## config.mk

```make
export PLATFORM = sky130hd
export DESIGN_NAME = gfl_function_logic
export DESIGN_NICKNAME = d
export VERILOG_FILES = /design/src/logic/gfl_pkg.sv /design/src/logic/gfl_function_logic.sv
export SDC_FILE = /design/constraint.sdc
export NUM_CORES = 2
export LEC_CHECK = 0
export BUFFER_PORTS_ARGS = -buffer_cell sky130_fd_sc_hd__buf_2
export CORE_MARGIN = 4
export CORE_UTILIZATION = 30
export CTS_CLUSTER_SIZE = 25
export DETAILED_ROUTE_END_ITERATION = 6
export GPL_TIMING_DRIVEN = 0
export PLACE_DENSITY_LB_ADDON = 0.12
export SKIP_CTS_REPAIR_TIMING = 1
export SLEW_MARGIN = 20
export SYNTH_ARGS = -nofsm -noshare
export SYNTH_HDL_FRONTEND = slang
export SYNTH_SLANG_ARGS = --single-unit
```

## constraint.sdc

```tcl
create_clock -name clk_i -period 4.84 [get_ports clk_i]
set_input_delay 0.484 -clock clk_i [delete_from_list [all_inputs] [get_ports clk_i]]
set_output_delay 0.484 -clock clk_i [all_outputs]
set_load 0.03 [all_outputs]
```

## src/logic/gfl_pkg.sv

```systemverilog
// package: register map, field layout and sizes of the general I/O function logic
package gfl_pkg;

  // ==========================================================
  // sizes
  localparam int NUM_IN   = 8;
  localparam int NUM_OUT  = 8;
  localparam int NUM_RAIL = 16;
  localparam int SRC_W    = NUM_RAIL + NUM_IN + NUM_OUT;
  localparam int NUM_SEL  = 3;
  localparam int IRQ_W    = 3;

  // ==========================================================
  // register byte offsets
  localparam logic [7:0] ADDR_TERM0_BASE = 8'h00;
  localparam logic [7:0] ADDR_TERM1_BASE = 8'h20;
  localparam logic [7:0] ADDR_OUT_MODE   = 8'h40;
  localparam logic [7:0] ADDR_IN_POL     = 8'h44;
  localparam logic [7:0] ADDR_FUNC_SEL   = 8'h48;
  localparam logic [7:0] ADDR_IN_DEF     = 8'h4c;
  localparam logic [7:0] ADDR_STATUS     = 8'h50;
  localparam logic [7:0] ADDR_LATCH      = 8'h54;
  localparam logic [7:0] ADDR_IRQ_STAT   = 8'h58;
  localparam logic [7:0] ADDR_IRQ_CLR    = 8'h5c;
  localparam logic [7:0] ADDR_IRQ_EN     = 8'h60;
  localparam logic [7:0] ADDR_RAIL_MRG   = 8'h64;

  // ==========================================================
  // field positions
  localparam int OM_SM_LSB     = 0;
  localparam int OM_LATSEL_LSB = 8;
  localparam int FS_FAULT_LSB  = 0;
  localparam int FS_CLR_IDX    = 8;
  localparam int FS_CLR_VLD    = 11;
  localparam int FS_MEN_IDX    = 12;
  localparam int FS_MEN_VLD    = 15;
  localparam int FS_MDIR_IDX   = 16;
  localparam int FS_MDIR_VLD   = 19;
  localparam int ST_IN_LSB     = 8;
  localparam int ST_MEN        = 16;
  localparam int ST_MLOW       = 17;
  localparam int IRQ_FAULT     = 0;
  localparam int IRQ_PINCLR    = 1;
  localparam int IRQ_OUTCHG    = 2;

  // ==========================================================
  // reset values
  localparam logic [31:0] RST_TERM     = 32'h0000_0000;
  localparam logic [15:0] RST_OUT_MODE = 16'h0000;
  localparam logic [7:0]  RST_IN_POL   = 8'hff;
  localparam logic [19:0] RST_FUNC_SEL = 20'h00000;
  localparam logic [7:0]  RST_IN_DEF   = 8'h00;
  localparam logic [15:0] RST_RAIL_MRG = 16'h0000;
  localparam logic [2:0]  RST_IRQ_EN   = 3'h0;

endpackage

```

## src/logic/gfl_function_logic.sv

```systemverilog
// general I/O function logic: boolean outputs with state-machine option and input special functions
//
// Summary of operation
// each output ORs up to two AND terms
// state-machine option evaluates one term only
// result true: use term 0 until false
// result false: use term 1 until true
// term choice switches with the result change
// software assigns each special function once only
// fault-enabled pin deasserting raises a fault
// latched rail flags hold until cleared
// clear pin activation clears all latched flags
// margin enable pin margins enabled rails
// direction asserted with enable: margin low
// direction deasserted: margin high
// per-pin active-low or active-high polarity
// first three defined pins feed rail-state selector
//
// Implementation choices: the register addresses and the strobed register port.
`timescale 1ns/1ps
module gfl_function_logic
  import gfl_pkg::*;
(
  input  wire logic                clk_i,
  input  wire logic                rst_i,
  input  wire logic [7:0]          addr_i,
  input  wire logic [31:0]         wdata_i,
  input  wire logic                wr_i,
  input  wire logic                rd_i,
  output logic      [31:0]         rdata_o,
  input  wire logic [NUM_IN-1:0]   general_input_pin_i,
  input  wire logic [NUM_RAIL-1:0] rail_status_i,
  input  wire logic [NUM_RAIL-1:0] rail_latch_set_i,
  output logic [NUM_OUT-1:0]       general_output_pin_o,
  output logic                     fault_event_o,
  output logic [NUM_RAIL-1:0]      rail_margin_low_o,
  output logic [NUM_RAIL-1:0]      rail_margin_high_o,
  output logic [NUM_SEL-1:0]       rail_state_select_o,
  output logic                     irq_o
);

  // ==========================================================
  // registers
  logic [31:0]         term0_mask_r [NUM_OUT];
  logic [31:0]         term1_mask_r [NUM_OUT];
  logic [15:0]         out_mode_r;
  logic [NUM_IN-1:0]   in_pol_r;
  logic [19:0]         func_sel_r;
  logic [NUM_IN-1:0]   in_def_r;
  logic [NUM_RAIL-1:0] rail_mrg_r;
  logic [IRQ_W-1:0]    irq_en_r;
  logic [IRQ_W-1:0]    irq_stat_r;
  logic [IRQ_W-1:0]    irq_stat_nxt;
  logic [NUM_RAIL-1:0] latch_r;
  logic [NUM_RAIL-1:0] latch_nxt;
  logic [NUM_OUT-1:0]  res_r;
  logic [NUM_OUT-1:0]  res_nxt;
  logic [NUM_IN-1:0]   in_s1_r;
  logic [NUM_IN-1:0]   in_s2_r;
  logic [NUM_IN-1:0]   in_s3_r;
  logic [NUM_IN-1:0]   in_stab_r;
  logic [NUM_IN-1:0]   in_act_prev_r;
  logic [NUM_SEL-1:0]  sel_nxt;
  logic [31:0]         rdata_nxt;

  // ==========================================================
  // register decode
  wire       wr_term0 = wr_i && addr_i[7:5] == ADDR_TERM0_BASE[7:5];
  wire       wr_term1 = wr_i && addr_i[7:5] == ADDR_TERM1_BASE[7:5];
  wire [2:0] term_idx = addr_i[4:2];
  wire       wr_mode  = wr_i && addr_i == ADDR_OUT_MODE;
  wire       wr_pol   = wr_i && addr_i == ADDR_IN_POL;
  wire       wr_func  = wr_i && addr_i == ADDR_FUNC_SEL;
  wire       wr_def   = wr_i && addr_i == ADDR_IN_DEF;
  wire       wr_latch = wr_i && addr_i == ADDR_LATCH;
  wire       wr_iclr  = wr_i && addr_i == ADDR_IRQ_CLR;
  wire       wr_ien   = wr_i && addr_i == ADDR_IRQ_EN;
  wire       wr_mrg   = wr_i && addr_i == ADDR_RAIL_MRG;

  // ==========================================================
  // input pins: three-stage synchroniser, polarity
  wire [NUM_IN-1:0] in_agree = ~(in_s2_r ^ in_s3_r);
  wire [NUM_IN-1:0] in_act   = ~(in_stab_r ^ in_pol_r);

  always_ff @(posedge clk_i)
  begin
    if (rst_i)
    begin
      in_s1_r       <= '0;
      in_s2_r       <= '0;
      in_s3_r       <= '0;
      in_stab_r     <= '0;
      in_act_prev_r <= '0;
    end
    else
    begin
      in_s1_r       <= general_input_pin_i;
      in_s2_r       <= in_s1_r;
      in_s3_r       <= in_s2_r;
      in_stab_r     <= (in_s2_r & in_agree) | (in_stab_r & ~in_agree);
      in_act_prev_r <= in_act;
    end
  end

  // ==========================================================
  // special input functions
  wire [2:0] clr_idx  = func_sel_r[FS_CLR_IDX +: 3];
  wire [2:0] men_idx  = func_sel_r[FS_MEN_IDX +: 3];
  wire [2:0] mdir_idx = func_sel_r[FS_MDIR_IDX +: 3];
  wire [NUM_IN-1:0] fault_en = func_sel_r[FS_FAULT_LSB +: NUM_IN];
  wire [NUM_IN-1:0] deassert_edge = in_act_prev_r & ~in_act;
  wire fault_evt   = |(deassert_edge & fault_en);
  wire pin_clr_evt = func_sel_r[FS_CLR_VLD] && in_act[clr_idx] && !in_act_prev_r[clr_idx];
  wire margin_en   = func_sel_r[FS_MEN_VLD] && in_act[men_idx];
  wire margin_low  = margin_en && func_sel_r[FS_MDIR_VLD] && in_act[mdir_idx];
  wire margin_high = margin_en && !margin_low;

  // latched flags: a new set wins over a clear in the same cycle
  wire [NUM_RAIL-1:0] latch_clr = {NUM_RAIL{pin_clr_evt}} | ({NUM_RAIL{wr_latch}} & wdata_i[NUM_RAIL-1:0]);
  assign latch_nxt = (latch_r & ~latch_clr) | rail_latch_set_i;

  // first three defined input pins, in pin order, feed the selector
  always_comb
  begin
    logic [1:0] cnt;
    cnt     = 2'd0;
    sel_nxt = '0;
    for (int i = 0; i < NUM_IN; i++)
    begin
      if (in_def_r[i] && cnt < 2'd3)
      begin
        sel_nxt[cnt] = in_act[i];
        cnt          = cnt + 2'd1;
      end
    end
  end

  // ==========================================================
  // boolean output logic
  logic [NUM_OUT-1:0] t0;
  logic [NUM_OUT-1:0] t1;
  wire  [NUM_OUT-1:0] sm_en  = out_mode_r[OM_SM_LSB +: NUM_OUT];
  wire  [NUM_OUT-1:0] lat_sel = out_mode_r[OM_LATSEL_LSB +: NUM_OUT];

  generate
    for (genvar g = 0; g < NUM_OUT; g++)
    begin : g_out
      wire [NUM_RAIL-1:0] rail_v = lat_sel[g] ? latch_r : rail_status_i;
      wire [SRC_W-1:0]    src    = {rail_v, in_act, res_r};
      // an empty term never fires
      assign t0[g] = |term0_mask_r[g] && (src & term0_mask_r[g]) == term0_mask_r[g];
      assign t1[g] = |term1_mask_r[g] && (src & term1_mask_r[g]) == term1_mask_r[g];
      // the active term follows the current result, so it flips with it
      assign res_nxt[g] = sm_en[g] ? (res_r[g] ? t0[g] : t1[g]) : (t0[g] | t1[g]);
    end
  endgenerate

  // ==========================================================
  // interrupts
  wire [IRQ_W-1:0] irq_evt = {|(res_nxt ^ res_r), pin_clr_evt, fault_evt};
  assign irq_stat_nxt = (irq_stat_r & ~({IRQ_W{wr_iclr}} & wdata_i[IRQ_W-1:0])) | irq_evt;
  assign irq_o        = |(irq_stat_r & irq_en_r);

  // ==========================================================
  // read mux
  wire [31:0] status_w = {14'h0000, margin_low, margin_en, in_act, res_r};
  assign rdata_nxt =
    (addr_i[7:5] == ADDR_TERM0_BASE[7:5]) ? term0_mask_r[term_idx] :
    (addr_i[7:5] == ADDR_TERM1_BASE[7:5]) ? term1_mask_r[term_idx] :
    (addr_i == ADDR_OUT_MODE)  ? {16'h0000, out_mode_r} :
    (addr_i == ADDR_IN_POL)    ? {24'h000000, in_pol_r} :
    (addr_i == ADDR_FUNC_SEL)  ? {12'h000, func_sel_r} :
    (addr_i == ADDR_IN_DEF)    ? {24'h000000, in_def_r} :
    (addr_i == ADDR_STATUS)    ? status_w :
    (addr_i == ADDR_LATCH)     ? {16'h0000, latch_r} :
    (addr_i == ADDR_IRQ_STAT)  ? {29'h00000000, irq_stat_r} :
    (addr_i == ADDR_IRQ_EN)    ? {29'h00000000, irq_en_r} :
    (addr_i == ADDR_RAIL_MRG)  ? {16'h0000, rail_mrg_r} : 32'h0000_0000;

  // ==========================================================
  // register file and outputs
  always_ff @(posedge clk_i)
  begin
    if (rst_i)
    begin
      for (int i = 0; i < NUM_OUT; i++)
      begin
        term0_mask_r[i] <= RST_TERM;
        term1_mask_r[i] <= RST_TERM;
      end
      out_mode_r <= RST_OUT_MODE;
      in_pol_r   <= RST_IN_POL;
      func_sel_r <= RST_FUNC_SEL;
      in_def_r   <= RST_IN_DEF;
      rail_mrg_r <= RST_RAIL_MRG;
      irq_en_r   <= RST_IRQ_EN;
    end
    else
    begin
      if (wr_term0) term0_mask_r[term_idx] <= wdata_i;
      if (wr_term1) term1_mask_r[term_idx] <= wdata_i;
      if (wr_mode)  out_mode_r <= wdata_i[15:0];
      if (wr_pol)   in_pol_r   <= wdata_i[NUM_IN-1:0];
      if (wr_func)  func_sel_r <= wdata_i[19:0];
      if (wr_def)   in_def_r   <= wdata_i[NUM_IN-1:0];
      if (wr_mrg)   rail_mrg_r <= wdata_i[NUM_RAIL-1:0];
      if (wr_ien)   irq_en_r   <= wdata_i[IRQ_W-1:0];
    end
  end

  always_ff @(posedge clk_i)
  begin
    if (rst_i)
    begin
      latch_r             <= '0;
      res_r               <= '0;
      irq_stat_r          <= '0;
      rdata_o             <= '0;
      fault_event_o       <= 1'b0;
      rail_margin_low_o   <= '0;
      rail_margin_high_o  <= '0;
      rail_state_select_o <= '0;
    end
    else
    begin
      latch_r             <= latch_nxt;
      res_r               <= res_nxt;
      irq_stat_r          <= irq_stat_nxt;
      rdata_o             <= rd_i ? rdata_nxt : 32'h0000_0000;
      fault_event_o       <= fault_evt;
      rail_margin_low_o   <= rail_mrg_r & {NUM_RAIL{margin_low}};
      rail_margin_high_o  <= rail_mrg_r & {NUM_RAIL{margin_high}};
      rail_state_select_o <= sel_nxt;
    end
  end

  assign general_output_pin_o = res_r;

  // ==========================================================
  // assertions
  property p_or_terms;
    @(posedge clk_i) disable iff (rst_i)
      (|(~sm_en)) |=> ((res_r ^ $past(t0 | t1)) & $past(~sm_en)) == '0;
  endproperty
  a_or_terms: assert property (p_or_terms) else $error("output not OR of terms");

  property p_sm_true;
    @(posedge clk_i) disable iff (rst_i)
      (|(sm_en & res_r)) |=> ((res_r ^ $past(t0)) & $past(sm_en & res_r)) == '0;
  endproperty
  a_sm_true: assert property (p_sm_true) else $error("true state not using term 0");

  property p_sm_false;
    @(posedge clk_i) disable iff (rst_i)
      (|(sm_en & ~res_r)) |=> ((res_r ^ $past(t1)) & $past(sm_en & ~res_r)) == '0;
  endproperty
  a_sm_false: assert property (p_sm_false) else $error("false state not using term 1");

  property p_sm_one_term;
    @(posedge clk_i) disable iff (rst_i)
      (|(sm_en & ~res_r & t0 & ~t1)) |=> (res_r & $past(sm_en & ~res_r & t0 & ~t1)) == '0;
  endproperty
  a_sm_one_term: assert property (p_sm_one_term) else $error("term 0 used in false state");

  property p_fault;
    @(posedge clk_i) disable iff (rst_i) (|(in_act_prev_r & ~in_act & fault_en)) |=> fault_event_o;
  endproperty
  a_fault: assert property (p_fault) else $error("fault edge missed");

  property p_no_fault;
    @(posedge clk_i) disable iff (rst_i) !(|(in_act_prev_r & ~in_act & fault_en)) |=> !fault_event_o;
  endproperty
  a_no_fault: assert property (p_no_fault) else $error("spurious fault event");

  property p_latch_hold;
    @(posedge clk_i) disable iff (rst_i) !pin_clr_evt && !wr_latch |=> ($past(latch_r) & ~latch_r) == '0;
  endproperty
  a_latch_hold: assert property (p_latch_hold) else $error("latched flag dropped");

  property p_pin_clear;
    @(posedge clk_i) disable iff (rst_i) pin_clr_evt && rail_latch_set_i == '0 |=> latch_r == '0;
  endproperty
  a_pin_clear: assert property (p_pin_clear) else $error("clear pin did not clear");

  property p_margin_low;
    @(posedge clk_i) disable iff (rst_i) margin_low |=> rail_margin_low_o == $past(rail_mrg_r);
  endproperty
  a_margin_low: assert property (p_margin_low) else $error("margin low not applied");

  property p_margin_high;
    @(posedge clk_i) disable iff (rst_i)
      margin_en && !in_act[mdir_idx] |=> rail_margin_high_o == $past(rail_mrg_r) && rail_margin_low_o == '0;
  endproperty
  a_margin_high: assert property (p_margin_high) else $error("margin high not applied");

  property p_margin_off;
    @(posedge clk_i) disable iff (rst_i) !margin_en |=> rail_margin_low_o == '0 && rail_margin_high_o == '0;
  endproperty
  a_margin_off: assert property (p_margin_off) else $error("margin applied without enable");

  // a settled synchroniser level must reach the active flag through the polarity setting
  property p_polarity;
    @(posedge clk_i) disable iff (rst_i)
      in_s2_r[0] == in_s3_r[0] |=> in_act[0] == ($past(in_s3_r[0]) ~^ in_pol_r[0]);
  endproperty
  a_polarity: assert property (p_polarity) else $error("pin polarity misread");

  property p_selector;
    @(posedge clk_i) disable iff (rst_i) in_def_r[2:0] == 3'h7 |=> rail_state_select_o == $past(in_act[2:0]);
  endproperty
  a_selector: assert property (p_selector) else $error("selector not from first pins");

endmodule

```

==> impl_metrics.json <==
{
  "wire_per_inst_um": 45.9,
  "leakagePower_nw": 14.4,
  "ys_types": 83,
  "synthArstFlopShare_pct": 0,
  "slew_violations": 0,
  "insertion_delay_ns": 0.71,
  "synth_nets": 3180,
  "setup_slack_ns": -0.110,
  "path_delay_family": "buffers and inverters",
  "fin_area_mm2": 0.0430,
  "synth_ff_type": "edfxtp_1",
  "core_mm2": 0.121,
  "first_pass_iters": 7,
  "critPathLaunchType": "flip-flop",
  "nFillCells": 12000,
  "drcViolationCount": 2,
  "synth_seq_cells": 718,
  "track_usage_pct": 35.4,
  "num_vias": 31300,
  "drt_iter0_drc": 5575,
  "yosys_warnings": 0,
  "critPathMaxFanout": 10,
  "clockBufferDepth": 3,
  "cts_made_buffers": 86,
  "worst-path-buf-inv": 2,
  "wirelength_um": 231000,
  "finalSetupViolCount": 1,
  "max_stage_delay_ns": 0.91,
  "worstSetupEndpointType": "flip-flop",
  "grt_max_degree": 33,
  "die_x_um": 357,
  "port_buffers": 134,
  "antenna_found_initial": 16,
  "worst_slew_pin_slew_ns": 1.22,
  "fin_skew_ns": 0.0502,
  "cts.sinks": 718,
  "drv_cap": 0,
  "status": "finished with violations",
  "avgSynthCellArea_um2": 11.8,
  "fp.dieH_um": 357,
  "arrival_ns": 5.49,
  "finalHoldViolCount": 0,
  "violations": "DRC, setup timing",
  "layout_commonest_cell": "and2_1",
  "grt_pass1_vias": 29400,
  "start_util_pct": 30.4,
  "gp_congestion": 1.06,
  "placed_cell_area_mm2": 0.0399,
  "routed_via_density": 6.20,
  "worstSetupPathType": "reg -> reg",
  "synthTopCellsByArea": "edfxtp_1, dfxtp_1, and2_1, mux4_2, mux2i_1",
  "die_area_mm2": 0.128,
  "hold_class": "in -> reg",
  "max_slew_margin_pct": 18.9,
  "synth_area_mm2": 0.0366,
  "synth_edf_count": 512,
  "drive_gt1_share_pct": 17.2,
  "cp_data_required_time_ns": 5.38,
  "path_clk_slew_ns": 0.06,
  "cts_tree": "done",
  "clockRootBuffer": "clkbuf_16",
  "rows": 127,
  "io_pins": 161,
  "htreeDepth": 3,
  "grt_pass1_wl_um": 297000,
  "power_density_mw_per_mm2": 366,
  "synth_top_area_cell": "edfxtp_1",
  "critical-path-slowest-cell": "xor2_1",
  "syn2layout_area_growth_pct": 17.4,
  "layout_common_cells": "and2_1, edfxtp_1, nand2_1",
  "fmax_ghz": 0.202,
  "fin_crit_ns": 4.95,
  "ant_nets": 0,
  "synth_cells": 3093,
  "gr-total-overflow": 0,
  "peakVddDrop_mv": 0.233,
  "p_total_w": 0.0157,
  "dp_hpwl_um": 182000,
  "yosysTopAreaCellShare_pct": 42.0,
  "yosysSeqAreaShare_pct": 53.2,
  "rsz0062_at_grt": "no",
  "fin_nets": 3425,
  "post-route-period-util_pct": 102,
  "path_cells": "xor2_1 > buf_2 > buf_2 > a22oi_1 > nand4_1 > nor3_1 > a22oi_1 > xnor2_1 > a41oi_2"
}
[layout make-up]
cell class	count	area [um^2]	area share (%)
timing repair buffer	157	1110	2.59
clock buffer	112	2350	5.47
antenna	14	35.0	0.0815
clock inverter	49	607	1.41
multi-input combinational	2089	16100	37.5
buffer	270	1190	2.76
inverter	16	60.1	0.140
sequential	718	19500	45.4
tap	1612	2020	4.69
[path summary, 6_finish.rpt]
check	start	endpoint	slack, ns	depth (start not counted)
setup / recovery	flip-flop	irq_stat_r[2]	-0.11	9
hold / removal	general_input_pin_i[1]	in_s1_r[1]	0.006	2
setup reg to reg	flip-flop	irq_stat_r[2]	-0.11	9
hold reg to reg	in_s1_r[3]	in_s2_r[3]	0.43	1
[cells in the mapped netlist, types with 9 or more instances]
master / count
dfxtp_1: 206
buf_1: 14
and2_1: 548
nand3_1: 44
nor3_1: 22
a22oi_1: 148
a211oi_1: 15
a22o_1: 19
clkbuf_1: 171
o21ai_0: 52
xor2_1: 9
a222oi_1: 49
mux4_2: 143
buf_2: 70
nand2_1: 221
edfxtp_1: 512
nor4_1: 131
mux2i_1: 179
a221oi_1: 26
nand4_1: 67
nor2b_1: 50
a2111oi_0: 11
and3_1: 9
nor2_1: 97
a21oi_1: 96
a31oi_1: 31
[per-stage QoR]
step / setup WS [ns] / TNS (ns) / hold slack (ns) / util, % / instances
5_1_grt: 0.192 / 0 / 0.00754 / 35.6 / 5023
4_1_cts: 0.297 / 0 / -0.0398 / 35.5 / 5015
3_3_place_gp: -2.39 / -699.72 / 0.426 / 32.6 / 4839
3_5_place_dp: 0.0986 / 0 / 0.426 / 33.1 / 4854
2_1_floorplan: 0.864 / 0 / 0.414 / - / 3093
6_report: -0.110 / -0.110 / 0.00564 / 35.6 / 5037
[report_power, final]
group          total, W  internal [W]  leakage, nW  switching (W)
registers       0.00728       0.00684         6.53       0.000439
clock network   0.00689       0.00399         1.43        0.00290
logic           0.00155      0.000459         6.40        0.00110
[per-layer routing]
metal | up-vias | global-route usage [%] | wire [um]
li1 | 12300 | - | -
met1 | 16000 | 45.6 | 90400
met2 | 2317 | 52.8 | 98500
met3 | 610 | 8.08 | 22000
met4 | 6 | 24.5 | 20300
met5 | - | 0.566 | 129
[cell families (layout without fill, tap and decap cells)]
family | count (synthesis) | after routing | share of synthesized area [%]
compound gates | 508 | 508 | 10.1
fa+ha+maj | 3 | 3 | 0.103
buf+inv | 286 | 604 | 3.35
flops | 718 | 718 | 53.2
other cells | 0 | 14 | 0
xor+xnor | 17 | 17 | 0.407
mux | 326 | 326 | 13.8
simple gates | 1235 | 1235 | 19.0
[state kept, by name (all words and copies together) (netlist names), 16 cells and up, named ones only]
signal	count
term0_mask_r	256
term1_mask_r	256
rdata_o	32
func_sel_r	20
latch_r	16
out_mode_r	16
rail_margin_high_o	16
rail_margin_low_o	16
rail_mrg_r	16
Power figures use the tool's default switching activity.
